File: src/design/bsad_pkg.sv
package bsad_pkg;

  localparam int unsigned PTR_W = 16;
  localparam int unsigned PC_W = 13;
  localparam int unsigned PAGE_W = 7;
  localparam int unsigned WORD_W = 6;

  ////////////////////////////////////////////////////////////////////////////
  // Section boundaries, indexed by {boot_size_sel_hi, boot_size_sel_lo}
  localparam logic [12:0] BOOT_START_4K [4] = '{13'h0C00, 13'h0E00, 13'h0F00, 13'h0F80};
  localparam logic [12:0] BOOT_START_8K [4] = '{13'h1C00, 13'h1E00, 13'h1F00, 13'h1F80};
  localparam logic [12:0] CONC_END_4K = 13'h0BFF;
  localparam logic [12:0] STALL_START_4K = 13'h0C00;
  localparam logic [12:0] CONC_END_8K = 13'h1BFF;
  localparam logic [12:0] STALL_START_8K = 13'h1C00;
  localparam logic [6:0] CONC_PAGES_4K = 7'h60;
  localparam logic [6:0] CONC_PAGES_8K = 7'h70;

  ////////////////////////////////////////////////////////////////////////////
  // Register map (byte addresses)
  localparam logic [7:0] ADDR_POINTER = 8'h00;
  localparam logic [7:0] ADDR_COMMAND = 8'h04;
  localparam logic [7:0] ADDR_STATUS = 8'h08;
  localparam logic [7:0] ADDR_BOOT = 8'h0C;
  localparam logic [7:0] ADDR_DECODE = 8'h10;

  localparam int unsigned CMD_ERASE_BIT = 0;
  localparam int unsigned CMD_WRITE_BIT = 1;
  localparam int unsigned CMD_FILL_BIT = 2;
  localparam int unsigned CMD_REEN_BIT = 3;

  localparam logic [15:0] OP_CYCLES = 16'h0040;

  typedef enum logic [1:0] {
    OP_IDLE,
    OP_ERASE,
    OP_WRITE
  } bsad_op_t;

endpackage : bsad_pkg

File: src/design/bsad_boot_decode.sv
module bsad_boot_decode (
  input wire logic variant_8k_i, // High selects the 8K-word part
  input wire logic [1:0] boot_size_i, // Boot-size selection bits
  output logic [12:0] boot_start_o, // First word of boot section
  output logic [12:0] stall_start_o // First word of read-stall region
);

  // Both sections run to the top word, so only the start is kept
  assign boot_start_o = variant_8k_i ? bsad_pkg::BOOT_START_8K[boot_size_i]
                                     : bsad_pkg::BOOT_START_4K[boot_size_i];

  // Fixed split, independent of the boot size
  assign stall_start_o = variant_8k_i ? bsad_pkg::STALL_START_8K
                                      : bsad_pkg::STALL_START_4K;

endmodule : bsad_boot_decode

File: src/design/bsad_boot_section_decode.sv
// Behaviour
// 4K part boot starts per size bits
// 8K part boot starts per size bits
// 4K split at 0xC00, size independent
// 8K split at 0x1C00, size independent
// 4K word address is 12 bits
// 4K page 32 words, word Z5:Z1, page Z12:Z6
// 4K ignores pointer bits Z15:Z13
// 8K word address is 13 bits
// 8K page 64 words, word Z6:Z1, page Z13:Z7
// 8K ignores pointer bits Z15:Z14
// counter bit k comes from pointer bit k+1
// Z0 selects load byte, zero for stores
// page field selects erase and write page
// word field selects buffer slot, zero on write
// busy flag set for concurrent-region programming
// halt CPU while programming read-stall region
// boot size straps held from reset onward
module bsad_boot_section_decode (
  input wire logic clk_i, // 20 MHz clock
  input wire logic rst_i, // Synchronous reset, active high
  input wire logic wb_cyc_i, // Wishbone cycle
  input wire logic wb_stb_i, // Wishbone strobe
  input wire logic wb_we_i, // Wishbone write enable
  input wire logic [7:0] wb_adr_i, // Wishbone byte address
  input wire logic [3:0] wb_sel_i, // Wishbone byte lanes
  input wire logic [31:0] wb_dat_i, // Wishbone write data
  output logic [31:0] wb_dat_o, // Wishbone read data
  output logic wb_ack_o, // Wishbone acknowledge
  input wire logic variant_8k_i, // Strap: 8K-word part when high
  input wire logic boot_size_sel_hi_i, // Strap: boot size upper bit
  input wire logic boot_size_sel_lo_i, // Strap: boot size lower bit
  input wire logic load_req_i, // CPU program-memory load request
  input wire logic [15:0] load_ptr_i, // Load byte pointer
  output logic [12:0] load_word_o, // Load word address
  output logic load_byte_hi_o, // Load takes high byte
  output logic load_block_o, // Load target is blocked
  output logic [6:0] flash_page_o, // Page for erase and write
  output logic [5:0] flash_word_o, // Buffer slot for fill
  output logic erase_o, // Page erase start pulse
  output logic write_o, // Page write start pulse
  output logic fill_o, // Buffer fill pulse
  output logic busy_o, // Programming in progress
  output logic region_busy_flag_o, // Concurrent region unreadable
  output logic cpu_halt_o, // CPU halted
  output logic [12:0] boot_start_o // Decoded boot section start
);

  ////////////////////////////////////////////////////////////////////////////
  // State

  typedef struct packed {
    bsad_pkg::bsad_op_t op;
    logic busy;
    logic [15:0] cnt;
    logic [15:0] ptr;
    logic loaded;
    logic variant;
    logic [1:0] boot_size;
    logic [12:0] boot_start;
    logic region_busy;
    logic halt;
    logic ack;
    logic [31:0] dat;
    logic [6:0] page;
    logic [5:0] word;
    logic erase;
    logic write;
    logic fill;
    logic [12:0] ld_word;
    logic ld_hi;
    logic ld_block;
  } bsad_state_t;

  bsad_state_t state_reg;
  bsad_state_t state_next;

  logic [12:0] dec_boot_start;
  logic [12:0] dec_stall_start;
  logic [12:0] cmd_pc;
  logic [6:0] cmd_page;
  logic [5:0] cmd_word;
  logic [12:0] ld_pc;
  logic ld_hi;
  logic cmd_stall;
  logic bus_wr;
  logic cmd_accept;
  logic op_start;
  logic fill_go;

  ////////////////////////////////////////////////////////////////////////////
  // Decoders

  // Decoded from held straps, so boundaries cannot move after reset
  bsad_boot_decode u_boot_decode (
    .variant_8k_i(state_reg.variant),
    .boot_size_i(state_reg.boot_size),
    .boot_start_o(dec_boot_start),
    .stall_start_o(dec_stall_start)
  );

  bsad_pointer_map u_cmd_map (
    .variant_8k_i(state_reg.variant),
    .ptr_i(state_reg.ptr),
    .pc_o(cmd_pc),
    .page_o(cmd_page),
    .word_o(cmd_word),
    .byte_hi_o()
  );

  bsad_pointer_map u_load_map (
    .variant_8k_i(state_reg.variant),
    .ptr_i(load_ptr_i),
    .pc_o(ld_pc),
    .page_o(),
    .word_o(),
    .byte_hi_o(ld_hi)
  );

  // Page-aligned boundary, so the word bits never change the answer
  assign cmd_stall = cmd_pc >= dec_stall_start;
  assign bus_wr = wb_cyc_i && wb_stb_i && wb_we_i && state_reg.ack;
  assign cmd_accept = bus_wr && (wb_adr_i == bsad_pkg::ADDR_COMMAND) && wb_sel_i[0] &&
                      (state_reg.op == bsad_pkg::OP_IDLE) && state_reg.loaded;
  assign op_start = cmd_accept && (wb_dat_i[bsad_pkg::CMD_ERASE_BIT] || wb_dat_i[bsad_pkg::CMD_WRITE_BIT]);
  assign fill_go = cmd_accept && !op_start && wb_dat_i[bsad_pkg::CMD_FILL_BIT];

  ////////////////////////////////////////////////////////////////////////////
  // Next state

  always_comb begin
    state_next = state_reg;
    state_next.ack = wb_cyc_i && wb_stb_i && !state_reg.ack;
    state_next.erase = 1'b0;
    state_next.write = 1'b0;
    state_next.fill = 1'b0;

    // Straps caught once, in the first cycle after reset release
    if (!state_reg.loaded) begin
      state_next.loaded = 1'b1;
      state_next.variant = variant_8k_i;
      state_next.boot_size = {boot_size_sel_hi_i, boot_size_sel_lo_i};
    end
    state_next.boot_start = dec_boot_start;

    // Read data captured as ack rises; unmapped reads return zero
    if (state_next.ack && !wb_we_i) begin
      case (wb_adr_i)
        bsad_pkg::ADDR_POINTER: state_next.dat = {16'h0000, state_reg.ptr};
        bsad_pkg::ADDR_STATUS: state_next.dat = {25'h0000000, state_reg.loaded, state_reg.boot_size,
                                                 state_reg.variant, state_reg.halt, state_reg.region_busy,
                                                 state_reg.op != bsad_pkg::OP_IDLE};
        bsad_pkg::ADDR_BOOT: state_next.dat = {19'h00000, state_reg.boot_start};
        bsad_pkg::ADDR_DECODE: state_next.dat = {18'h00000, cmd_word, 1'b0, cmd_page};
        default: state_next.dat = 32'h00000000;
      endcase
    end

    // Programming timer
    if (state_reg.op != bsad_pkg::OP_IDLE) begin
      if (state_reg.cnt == 16'h0001) begin
        state_next.op = bsad_pkg::OP_IDLE;
        state_next.busy = 1'b0;
        state_next.halt = 1'b0;
        state_next.cnt = 16'h0000;
      end else begin
        state_next.cnt = state_reg.cnt - 16'h0001;
      end
    end

    if (bus_wr && (wb_adr_i == bsad_pkg::ADDR_POINTER)) begin
      if (wb_sel_i[0]) begin
        state_next.ptr[7:0] = wb_dat_i[7:0];
      end
      if (wb_sel_i[1]) begin
        state_next.ptr[15:8] = wb_dat_i[15:8];
      end
    end

    // Commands while programming are dropped; erase wins over write
    if (cmd_accept) begin
      if (op_start) begin
        state_next.op = wb_dat_i[bsad_pkg::CMD_ERASE_BIT] ? bsad_pkg::OP_ERASE : bsad_pkg::OP_WRITE;
        state_next.erase = wb_dat_i[bsad_pkg::CMD_ERASE_BIT];
        state_next.write = !wb_dat_i[bsad_pkg::CMD_ERASE_BIT];
        state_next.cnt = bsad_pkg::OP_CYCLES;
        state_next.busy = 1'b1;
        // Word field is not looked at for page write
        state_next.page = cmd_page;
        if (cmd_stall) begin
          state_next.halt = 1'b1;
        end else begin
          state_next.region_busy = 1'b1;
        end
      end else if (wb_dat_i[bsad_pkg::CMD_FILL_BIT]) begin
        // Buffer load also makes the concurrent region readable again
        state_next.fill = 1'b1;
        state_next.word = cmd_word;
        state_next.region_busy = 1'b0;
      end else if (wb_dat_i[bsad_pkg::CMD_REEN_BIT]) begin
        state_next.region_busy = 1'b0;
      end
    end

    // Loads into a busy concurrent region are refused
    if (load_req_i) begin
      state_next.ld_word = ld_pc;
      state_next.ld_hi = ld_hi;
      state_next.ld_block = (ld_pc < dec_stall_start) && state_reg.region_busy;
    end
  end

  always_ff @(posedge clk_i) begin
    if (rst_i) begin
      state_reg <= '0;
    end else begin
      state_reg <= state_next;
    end
  end

  ////////////////////////////////////////////////////////////////////////////
  // Outputs

  assign wb_dat_o = state_reg.dat;
  assign wb_ack_o = state_reg.ack;
  assign load_word_o = state_reg.ld_word;
  assign load_byte_hi_o = state_reg.ld_hi;
  assign load_block_o = state_reg.ld_block;
  assign flash_page_o = state_reg.page;
  assign flash_word_o = state_reg.word;
  assign erase_o = state_reg.erase;
  assign write_o = state_reg.write;
  assign fill_o = state_reg.fill;
  assign busy_o = state_reg.busy;
  assign region_busy_flag_o = state_reg.region_busy;
  assign cpu_halt_o = state_reg.halt;
  assign boot_start_o = state_reg.boot_start;
endmodule : bsad_boot_section_decode

File: src/design/bsad_pointer_map.sv
module bsad_pointer_map (
  input wire logic variant_8k_i, // High selects the 8K-word part
  input wire logic [15:0] ptr_i, // Byte pointer
  output logic [12:0] pc_o, // Flash word address
  output logic [6:0] page_o, // Page index field
  output logic [5:0] word_o, // Word index field
  output logic byte_hi_o // High byte select for loads
);

  // Bit 0 never addresses words, so counter bit k sits at pointer bit k+1
  always_comb begin
    if (variant_8k_i) begin
      pc_o = ptr_i[13:1];
      page_o = ptr_i[13:7];
      word_o = ptr_i[6:1];
    end else begin
      pc_o = {1'b0, ptr_i[12:1]};
      page_o = ptr_i[12:6];
      word_o = {1'b0, ptr_i[5:1]};
    end
  end

  assign byte_hi_o = ptr_i[0];

endmodule : bsad_pointer_map

File: config.mk
export PLATFORM = sky130hd
export DESIGN_NAME = bsad_boot_section_decode
export DESIGN_NICKNAME = d
export VERILOG_FILES = /design/src/design/bsad_pkg.sv /design/src/design/bsad_boot_decode.sv /design/src/design/bsad_boot_section_decode.sv /design/src/design/bsad_pointer_map.sv
export SDC_FILE = /design/constraint.sdc
export NUM_CORES = 1
export LEC_CHECK = 0
export BUFFER_PORTS_ARGS = -buffer_cell sky130_fd_sc_hd__buf_2
export CAP_MARGIN = 20
export CORE_UTILIZATION = 45
export CTS_CLUSTER_DIAMETER = 100
export DETAILED_ROUTE_END_ITERATION = 7
export HOLD_SLACK_MARGIN = 0.03
export PLACE_DENSITY = 0.87
export RECOVER_POWER = 50
export REMOVE_ABC_BUFFERS = 1
export SETUP_SLACK_MARGIN = 0.4
export SLEW_MARGIN = 20
export SYNTH_ARGS = -nofsm -noshare
export SYNTH_HDL_FRONTEND = slang
export SYNTH_SLANG_ARGS = --single-unit
File: constraint.sdc
create_clock -name clk_i -period 1.9 [get_ports clk_i]
set_clock_uncertainty 0.15 [all_clocks]
set_input_delay 0.285 -clock clk_i [delete_from_list [all_inputs] [get_ports clk_i]]
set_output_delay 0.285 -clock clk_i [all_outputs]
set_load 0.01 [all_outputs]
# After elaboration in Yosys (flattened, before gate mapping)

Index checks and enable logic that the tools add are counted.

Mux-type cells: 29
Bitwise gates (word level): 3
Order comparisons: 3
Reduce and logical (&&, ||, !) cells: 27
Eq/ne operators: 6
Add/sub/neg operators: 1

Operators with widths:

| kind                    | count |
|---|---|
| $mux W13                | 8 |
| $pmux W16 S4            | 1 |
| $mux W19                | 3 |
| $bmux W13 S2            | 2 |
| $eq A16 B1 Y1 const B   | 1 |
| $eq A8 B4 Y1 const B    | 2 |
| $mux W16                | 1 |
| $sub A16 B1 Y16 const B | 1 |
| $ge A13 B13 Y1          | 1 |
| $lt A13 B13 Y1          | 1 |
| $logic_and A1 B1 Y1     | 12 |
| $mux W1                 | 10 |
| $eq A8 B3 Y1 const B    | 1 |
| $eq A8 B5 Y1 const B    | 1 |
| $logic_not A8 Y1        | 1 |
| $mux W7                 | 1 |
| $mux W6                 | 1 |
| $reduce_and A2 Y1       | 3 |
| $reduce_and A3 Y1       | 2 |
| $reduce_or A3 Y1        | 2 |
| $ge A3 B3 Y1 const B    | 1 |
| $logic_not A1 Y1        | 3 |
| $mux W3                 | 1 |
| $not A2 Y3              | 1 |
| 7 further kinds         | 8 |

Output and inout port bits: 80
Register bits after elaboration: 118

# Logic depth before layout (Yosys ltp)

Gate-level depths: netlist (run 1).

Depth after elaboration: 10
Gate-level depth with buffers: 7
Gate-level depth less buffers: 6

# By module

A second synthesis (run 1) with hierarchy kept.

Cells, all modules: 648
Area total of the unflattened synthesis: 5808.1 sq um

Modules (own cells, without submodules):

| module                   | area an instance (sq um) | times used | cells an instance | seq. area each (sq um) |
|---|---|---|---|---|
| bsad_boot_section_decode | 5073.6                   | 1          | 564               | 2042.0 |
| bsad_pointer_map         | 266.5                    | 2          | 28                | 0.0 |
| bsad_boot_decode         | 201.4                    | 1          | 28                | 0.0 |

# Worst setup path after synthesis (run 1)

Ideal clock, no wire load.

Kind: flip-flop to flip-flop
Start: register state_reg[117] (netlist bit)
End: register state_reg (netlist bit flash_page_o[1])
Path slack: -0.010 ns
Data arrival time: 1.626 ns
Clock period less this slack: 1.910 ns
Cell stages (with the launch flop): 8
Setup time: 0.134 ns
Buffers on the path: 3
Path through: dfxtp_1 -> or2_1 -> buf_4 -> or3_1 -> buf_2 -> nor3_4 -> buf_4 -> a211oi_1

Cells in the longest elaborated chain, start to end: 5

RTL lines:

| what                                   | line                            | text |
|---|---|---|
| from (decl)                            | bsad_boot_section_decode.sv:75  | `bsad_state_t state_reg;` |
| from (signal assigned)                 | bsad_boot_section_decode.sv:217 | `state_reg <= state_next;` |
| $logic_not A2 Y1 (*)                   | bsad_boot_section_decode.sv:124 | `(state_reg.op == bsad_pkg::OP_IDLE) && state_reg.loaded;` |
| $logic_and A1 B1 Y1 (*)                | bsad_boot_section_decode.sv:123 | `assign cmd_accept = bus_wr && (wb_adr_i == bsad_pkg::ADDR_COMMAND) && wb_sel_i[0] &&` |
| $logic_and A1 B1 Y1 (*)                | bsad_boot_section_decode.sv:124 |  |
| $logic_and A1 B1 Y1                    | bsad_boot_section_decode.sv:125 | `assign op_start = cmd_accept && (wb_dat_i[bsad_pkg::CMD_ERASE_BIT] \|\| wb_dat_i[bsad_pkg::CMD_WRITE_BIT]);` |
| $reduce_and A2 Y1 (no source line) (*) | -                               |  |

Every way passes the cells marked *; elsewhere a longest branch is shown, timed or not.
A chain may end at the register's enable or synchronous reset.

==> results of run 1 <==
==> critical path: stages <==
cell and delay, ns:
clkbuf_1 0.56, clkbuf_1 0.74, nor2b_1 0.13, and2_0 0.19
==> through the flow <==
| step | setup TNS, ns | hold slack, ns | instance area (um^2) | util, % | setup WS [ns] |
|---|---|---|---|---|---|
| after floorplan | -4.29 | 0.202 | 3980 | - | -0.234 |
| final | 0 | 0.0372 | 6100 | 62.2 | 0.0742 |
| after detailed placement | 0 | 0.296 | 4900 | 49.9 | 0.0186 |
| after CTS | 0 | 0.0304 | 5750 | 58.6 | 0.168 |
| after global placement | 0 | 0.291 | 4900 | 49.9 | 0.0753 |
| after global routing | 0 | 0.0396 | 6100 | 62.2 | 0.0296 |
==> per-layer routing <==
| metal | vias up | track usage [%] |
|---|---|---|
| met5 | - | 0 |
| met4 | 0 | 10.9 |
| met3 | 58 | 5.29 |
| met2 | 230 | 43.8 |
| met1 | 2119 | 28.3 |
| li1 | 1981 | - |
==> cells by family (layout without fill, tap and decap cells) <==
group / Yosys count / count (layout) / share of synthesized area (%)
simple gates: 153 / 153 / 18.3
compound gates: 119 / 119 / 16.5
buf+inv: 112 / 202 / 15.6
flops: 93 / 93 / 40.6
mux: 28 / 28 / 6.12
xor+xnor: 11 / 11 / 2.10
fa+ha+maj: 2 / 2 / 0.546
other cells: 1 / 23 / 0.0818
==> worst paths after layout <==
check,from,end,cells past startpoint
hold / removal,load_ptr_i[10],load_word_o[9],3
setup reg to reg,state_reg[99],state_reg[113],6
hold reg to reg,wb_dat_o[7],wb_dat_o[7],2
setup / recovery,rst_i,boot_start_o[7],4
==> timing repair <==
item	4_1_cts	5_1_grt
buffers inserted	14	7
cloned	4	3
gates resized for setup	77	65
setup endpoints to repair	65	65
endpoints found under the hold margin	17	1
hold buffers	17	1
pin swaps	36	14
==> area by class of cell <==
cell class                 count  area, um^2
tap                          133         166
sequential                    93        1880
clock buffer                  12         155
clock inverter                 3        45.0
inverter                       8        30.0
fill                         790        3720
multi-input combinational    336        2630
timing repair buffer         179        1200
==> layout by cell type (no fill, tap or decap), drive strengths merged, types with 4 or more instances in the layout <==
master | synthesis | layout
buf | 90 | 107
dfxtp | 93 | 93
clkbuf | 14 | 66
nor2 | 46 | 46
a21oi | 39 | 39
nand3 | 30 | 30
mux2i | 28 | 28
conb | 1 | 23
o21ai | 22 | 22
nor3 | 19 | 19
dlygate4sd3 | 0 | 18
a211oi | 18 | 18
nand2 | 14 | 14
o2bb2ai | 13 | 13
nand4 | 12 | 12
a31oi | 8 | 8
inv | 8 | 8
o31ai | 8 | 8
xor2 | 6 | 6
nand2b | 6 | 6
xnor2 | 5 | 5
or3 | 4 | 4
nor4b | 4 | 4
and2 | 4 | 4
==> power by group through the flow <==
stage | sequential, W | clock [W] | combinational, W
detailed placement | 0.00203 | 0 | 0.000295
global route | 0.00199 | 0.00148 | 0.000419
CTS | 0.00198 | 0.00137 | 0.000349
floorplan | 0.00205 | 0 | 0.000112
global placement | 0.00203 | 0 | 0.000284
finish | 0.00198 | 0.00137 | 0.000386
==> run metrics, run 1 <==
met3 routed WL 974 um; DRC 0; vias in the first global route 4012; CTS buffer count 9; total grt overflow 0; CP Data Arrival Time 1.92 ns; Pint 0.00280 W; Clock Latency Late Sink 0.35 ns; Leak 2.21 nW; die width 103 um; Routed Antenna Nets 0; commonest cells in the netlist dfxtp_1, buf_4, nor2_1; final wirelength 14000 um; share of layout cells above drive strength 1 34.4%; clock network fraction of design power 36.6%; Main synth FF type dfxtp_1; Routed wire per std cell 18.3 um; drt first pass iters 5; CP required 2.00 ns; asr flop ratio synth 0%; Core ar. 9820 um^2; pin count of the biggest net entering global routing 29; Mapped Area 4580 um^2; Worst VDD drop 0.384 mV; antenna violations before repair 0; Seq pwr share 53.0%; Max Buffers Root-to-Sink 2; CP Capture Type flip-flop; synthesized netlist cell count 519; Synth top area share 40.6%; Max Cap Viol 0; synthesized area per cell 8.83 um^2; worst slew pin tran 0.901 ns; CTS tree done; worst min path class in2reg; Placed Cells 703; Final nets 698; max reg flops 37; Site Rows 36; Design Power 0.00374 W; routed vias 4388; I/O Buffers 105; combinational power share 10.3%; routability cong. 0.915; reg2reg setup slack 0.09 ns; Top Layer Used met4; Ys Warns 0; Switching Power 0.000943 W; critical path peak fanout 21; sw frac 25.2%; synth top area cells dfxtp_1, buf_4, mux2i_1; detailed route wirelength on metal2 7180 um; post-route insts no fill 764; Worst slew margin 39.9%; CTS Sinks 93; IO Pins 149; cell taking the most area after synthesis dfxtp_1; number of distinct library cells after synthesis 50; ANT cells 0; initial detailed-routing violation count 401; die area 10600 um^2; CTS root buffer clkbuf_8; power density cells 613 nW/um^2; FMAX 548 MHz; Tcrit/Tclk final 96.1%; GRT Resource Usage Total 24.6%; post-synthesis register bit count 93; Routed met1 length 5230 um; max-slew violation count 0; type of the worst setup path in2reg; Initial Utilization 46.7%; hpwl dp 8410 um; Die Y 103 um; H-tree depth 3; vias per cell 5.74; sequential area share after synthesis 40.6%; Fin. Hold Viols 0; Clock transition at path regs 0.08 ns; first-pass GRT wire length 19700 um; outcome completed; most numerous cell in the Yosys netlist dfxtp_1; crit start category primary input; Post-synth EDFFs 0; final setup vio count 0; Synth-to-Final Area Change 33.2%; Period minus WS final 1.83 ns; RSZ-0062 raised after global routing true
No activity file was read; power rests on OpenSTA's default activity.
==> inputs of run 2 (changes only) <==
Settings changed: CAP_MARGIN 20 to unset, CELL_PAD_IN_SITES_DETAIL_PLACEMENT set to 0, CELL_PAD_IN_SITES_GLOBAL_PLACEMENT set to 1, CORE_ASPECT_RATIO set to 1.75, CORE_UTILIZATION 45 to 34, PLACE_DENSITY 0.87 to 0.89.
==> run 2 against run 1 <==
  * Sequential share of layout area increased by 0.50 points
  * Non-clock buffer count is 2 lower
  * Total power grew 10%
  * Maximum frequency down 1.7%
  * Critical endpoint is now state_reg[117]
  * Highest routed layer unchanged
  * Global-route usage shrank 6.0 points
  * Die area up 32%
  * Count of clock-buffer cells in the layout is 3 lower
  * Largest cell class unchanged
  * Sequential power barely moved
==> run metrics, run 2 (synthesis results as in run 1) <==
outcome completed; worst hold slack 0.0206 ns; DRC 0; CP required 2.01 ns; total grt overflow 0; Leak 2.20 nW; reg2reg setup slack 0.04 ns; type of the worst setup path reg2reg; ANT cells 0; most frequent cells in the layout dfxtp_1, buf_2, clkbuf_1; initial detailed-routing violation count 223; I/O Buffers 105; area of the multi-input gates 2420 um^2; CTS root buffer clkbuf_16; crit start category flip-flop; Site Rows 55; CTS buffer count 9; worst slew pin tran 0.842 ns; H-tree depth 3; Worst slew margin 43.9%; CTS tree done; die width 89.8 um; power density cells 689 nW/um^2; most common cell after layout, fill and taps aside dfxtp_1; worst min path class in2reg; fillcell total 1250; antenna violations before repair 0; CP Data Arrival Time 1.96 ns; max-slew violation count 0; Period minus WS final 1.86 ns; max reg flops 37; final wirelength 13700 um; Max Buffers Root-to-Sink 2; Final nets 696; Routed Antenna Nets 0; drt first pass iters 4; vias per cell 5.15; Routed wire per std cell 17.1 um; Worst VDD drop 0.450 mV; Initial Utilization 35.2%; Clock Latency Late Sink 0.36 ns; setup TNS 0 ns; Register Area 1870 um^2; CTS Sinks 93; vias in the first global route 4208; Max Cap Viol 0; FMAX 539 MHz; share of layout cells above drive strength 1 31.1%; Core ar. 13000 um^2; critical path peak fanout 4; routed vias 4124; CP Capture Type flip-flop; final setup vio count 0; RSZ-0062 raised after global routing true; Tcrit/Tclk final 97.7%; hpwl dp 9600 um; first-pass GRT wire length 20300 um; Die Y 156 um; pin count of the biggest net entering global routing 40; die area 14000 um^2; IO Pins 149; Synth-to-Final Area Change 30.8%; routability cong. 0.875; GRT Resource Usage Total 18.6%; Clock transition at path regs 0.07 ns; Fin. Hold Viols 0
[run 2: cell count changes in the layout (fill, tap and decap cells not counted), sizes merged]
cell,previous run,this run
dlygate4sd3,18,11
inv,8,12
bufinv,1,0
clkinv,0,1
clkbuf,66,63
bufbuf,0,1
buf,107,111
[run 2: timing repair]
action                     CTS  global route
resized for setup           54            46
setup buffers                9            10
hold endpoints to repair    11             0
hold buffers                11             0
setup endpoints to repair   59            64
pin swaps                   30            14
cloned                       3             1
[run 2: critical path: stages, from the launching register on]
cell and delay (ns):
dfxtp_2 0.34, nor4_4 0.31, buf_4 0.18, nand4_1 0.20, buf_4 0.22, a32o_1 0.20
and3_1 0.16
[run 2: final cells by class]
type	instances	share of cell area, %
multi-input combinational	336	40.4
sequential	93	31.3
timing repair buffer	177	19.4
clock buffer	9	3.76
tap	171	3.57
clock inverter	7	1.11
inverter	8	0.501
[run 2: metrics by stage]
| stage | std cells | cell area (um^2) | setup slack (ns) | util, % | power (W) |
|---|---|---|---|---|---|
| after floorplan | 437 | 3980 | -0.234 | - | 0.00216 |
| after global placement | 751 | 5030 | -0.00632 | 38.7 | 0.00233 |
| after detailed placement | 751 | 5030 | -0.0736 | 38.7 | 0.00234 |
| after CTS | 790 | 5750 | 0.106 | 44.2 | 0.00412 |
| after global routing | 801 | 5990 | -0.0141 | 46.1 | 0.00427 |
| final | 801 | 5990 | 0.0435 | 46.1 | 0.00413 |
[run 2: metal layers]
layer  GRT usage [%]  share of wire (%)  wire length [um]  up-vias
li1                -                  -                 -     1976
met3            4.78                4.6               634       44
met1            17.9                 35              4850     1949
met4            12.4                5.6               763        0
met5               0                  0                 0        -
met2            34.7                 54              7430      155
[run 2: path summary, 6_finish.rpt]
kind / from / endpoint / cells after the start
setup / recovery: state_reg[102] / state_reg[117] / 6
hold / removal: load_ptr_i[4] / load_word_o[3] / 3
setup reg to reg: state_reg[102] / state_reg[117] / 6
hold reg to reg: wb_dat_o[14] / wb_dat_o[14] / 2
[run 2: where the power goes]
| part | switching, W | internal (W) | leakage [nW] |
|---|---|---|---|
| Combinational | 0.000213 | 0.000144 | 1.31 |
| Clock | 0.000860 | 0.000922 | 0.138 |
| Sequential | 0.0000207 | 0.00197 | 0.756 |
| Total | 0.00109 | 0.00304 | 2.20 |
==> inputs of run 3 (changes only) <==
Settings changed: PLACE_DENSITY 0.89 to 0.86.
==> run 3 against run 2 <==
  * First-iteration DRC count is 30% lower
  * Highest routed layer unchanged
  * Maximum frequency grew 3.0%
  * Count of clock-buffer cells in the layout unchanged
  * Routed wire length down 6.5%
  * Combinational power about the same
==> run metrics, run 3 (synthesis results as in run 1) <==
final wirelength 12800 um; combinational power share 8.7%; Leak 2.12 nW; met1 Use GR 17.9%; Synth-to-Final Area Change 27.0%; Initial Utilization 35.2%; first-pass GRT wire length 20200 um; sw frac 25.9%; Seq pwr share 48.6%; Tcrit/Tclk final 94.8%; post-route insts no fill 791; CTS tree done; fillcell total 1257; Register Area 1870 um^2; Worst slew margin 37.9%; Design Power 0.00410 W; worst hold start wb_dat_i[9]; worst hold slack 0.0372 ns; most frequent cells in the layout dfxtp_1, buf_2, clkbuf_1; I/O Buffers 105; die area 14000 um^2; power density cells 704 nW/um^2; Worst R2R Path Depth 5; critical path peak fanout 5; CP required 2.02 ns; routed vias 4071; GRT Max-Usage Layer met2; ANT cells 0; Placed Cells 746; area of the multi-input gates 2390 um^2; CTS root buffer clkbuf_16; Hold Crit Endpoint state_reg[92]; Routed Antenna Nets 0; pin count of the biggest net entering global routing 25; Clock Latency Late Sink 0.35 ns; Pint 0.00304 W; grt met2 use 34.8%; Site Rows 55; type of the worst setup path reg2reg; CTS buffer count 9; antenna violations before repair 0; vias per cell 5.15; CP Capture Type flip-flop; outcome completed; CTS Sinks 93; final setup vio count 0; worst min path class in2reg; total grt overflow 0; Clock transition at path regs 0.07 ns; drt first pass iters 4; Worst VDD drop 0.470 mV; die width 89.8 um; FF-to-FF End state_reg[114]; IO Pins 149; Worst R2R Start state_reg[105]; max-slew violation count 0; Routed wire per std cell 16.2 um; RSZ-0062 raised after global routing true; vias in the first global route 4095; clock network fraction of design power 42.7%; met3 Usage GRT 4.29%; crit start category flip-flop; WHS Path Cells 3; H-tree depth 3; most common cell after layout, fill and taps aside dfxtp_1; routability cong. 0.876; FMAX 555 MHz; Period minus WS final 1.80 ns; Post-Route Utilization 44.8%; worst slew pin tran 0.931 ns; Die Y 156 um; Final nets 686; Max Buffers Root-to-Sink 2; CP Data Arrival Time 1.93 ns; Fin. Hold Viols 0; reg2reg setup slack 0.1 ns; Switching Power 0.00106 W; GRT Resource Usage Total 18.4%; DRC 0; Max Cap Viol 0; initial detailed-routing violation count 156; share of layout cells above drive strength 1 29.5%; hpwl dp 9540 um; max reg flops 37; Core ar. 13000 um^2
==> run 3: cell type report <==
type | count | area share, %
clock buffer | 9 | 3.87
clock inverter | 7 | 1.10
inverter | 8 | 0.516
multi-input combinational | 336 | 41.1
sequential | 93 | 32.1
tap | 171 | 3.68
timing repair buffer | 167 | 17.6
==> run 3: how the worst max path moves through the flow <==
stage                   start              to  slack [ns]  cells past startpoint
3_3_place_gp   state_reg[117]  state_reg[100]        0.08                      5
4_1_cts        state_reg[102]  state_reg[114]        0.11                      5
2_1_floorplan  state_reg[117]  state_reg[100]       -0.23                      4
5_1_grt        state_reg[105]      cpu_halt_o        0.04                      7
6_report       state_reg[105]  state_reg[114]         0.1                      5
3_5_place_dp   state_reg[117]  state_reg[100]        0.03                      5
==> run 3: stage by stage <==
step,TNS [ns],setup WS (ns),area (um^2)
after floorplan,-4.29,-0.234,3980
after global placement,0,0.0785,4990
after detailed placement,0,0.0282,4990
after CTS,0,0.114,5660
after global routing,0,0.0436,5820
final,0,0.0983,5820
==> run 3: critical path: stages, from the launching register on <==
cell	delay, ns
dfxtp_2	0.34
nor4_4	0.25
buf_4	0.19
nand3_4	0.09
or4_4	0.52
a211oi_2	0.18
==> run 3: timing repair <==
action                                  in CTS  in global routing
gates resized for setup                     43                 53
hold buffers                                15                  0
endpoints found under the setup margin      65                 66
pin swaps                                    8                 20
setup buffers                                6                  4
cloned                                       4                  0
hold endpoints to repair                    15                  0
==> run 3: power by group through the flow <==
| stage | clock [W] | sequential, W | combinational (W) |
|---|---|---|---|
| CTS | 0.00179 | 0.00199 | 0.000344 |
| global route | 0.00186 | 0.00199 | 0.000388 |
| detailed placement | 0 | 0.00203 | 0.000302 |
| floorplan | 0 | 0.00205 | 0.000112 |
| finish | 0.00175 | 0.00199 | 0.000358 |
| global placement | 0 | 0.00203 | 0.000298 |
==> run 3: per-layer routing <==
| metal | vias to the layer above | wire length (um) |
|---|---|---|
| met5 | - | 0 |
| met4 | 0 | 559 |
| met3 | 34 | 640 |
| met2 | 153 | 6930 |
| met1 | 1930 | 4670 |
| li1 | 1954 | - |
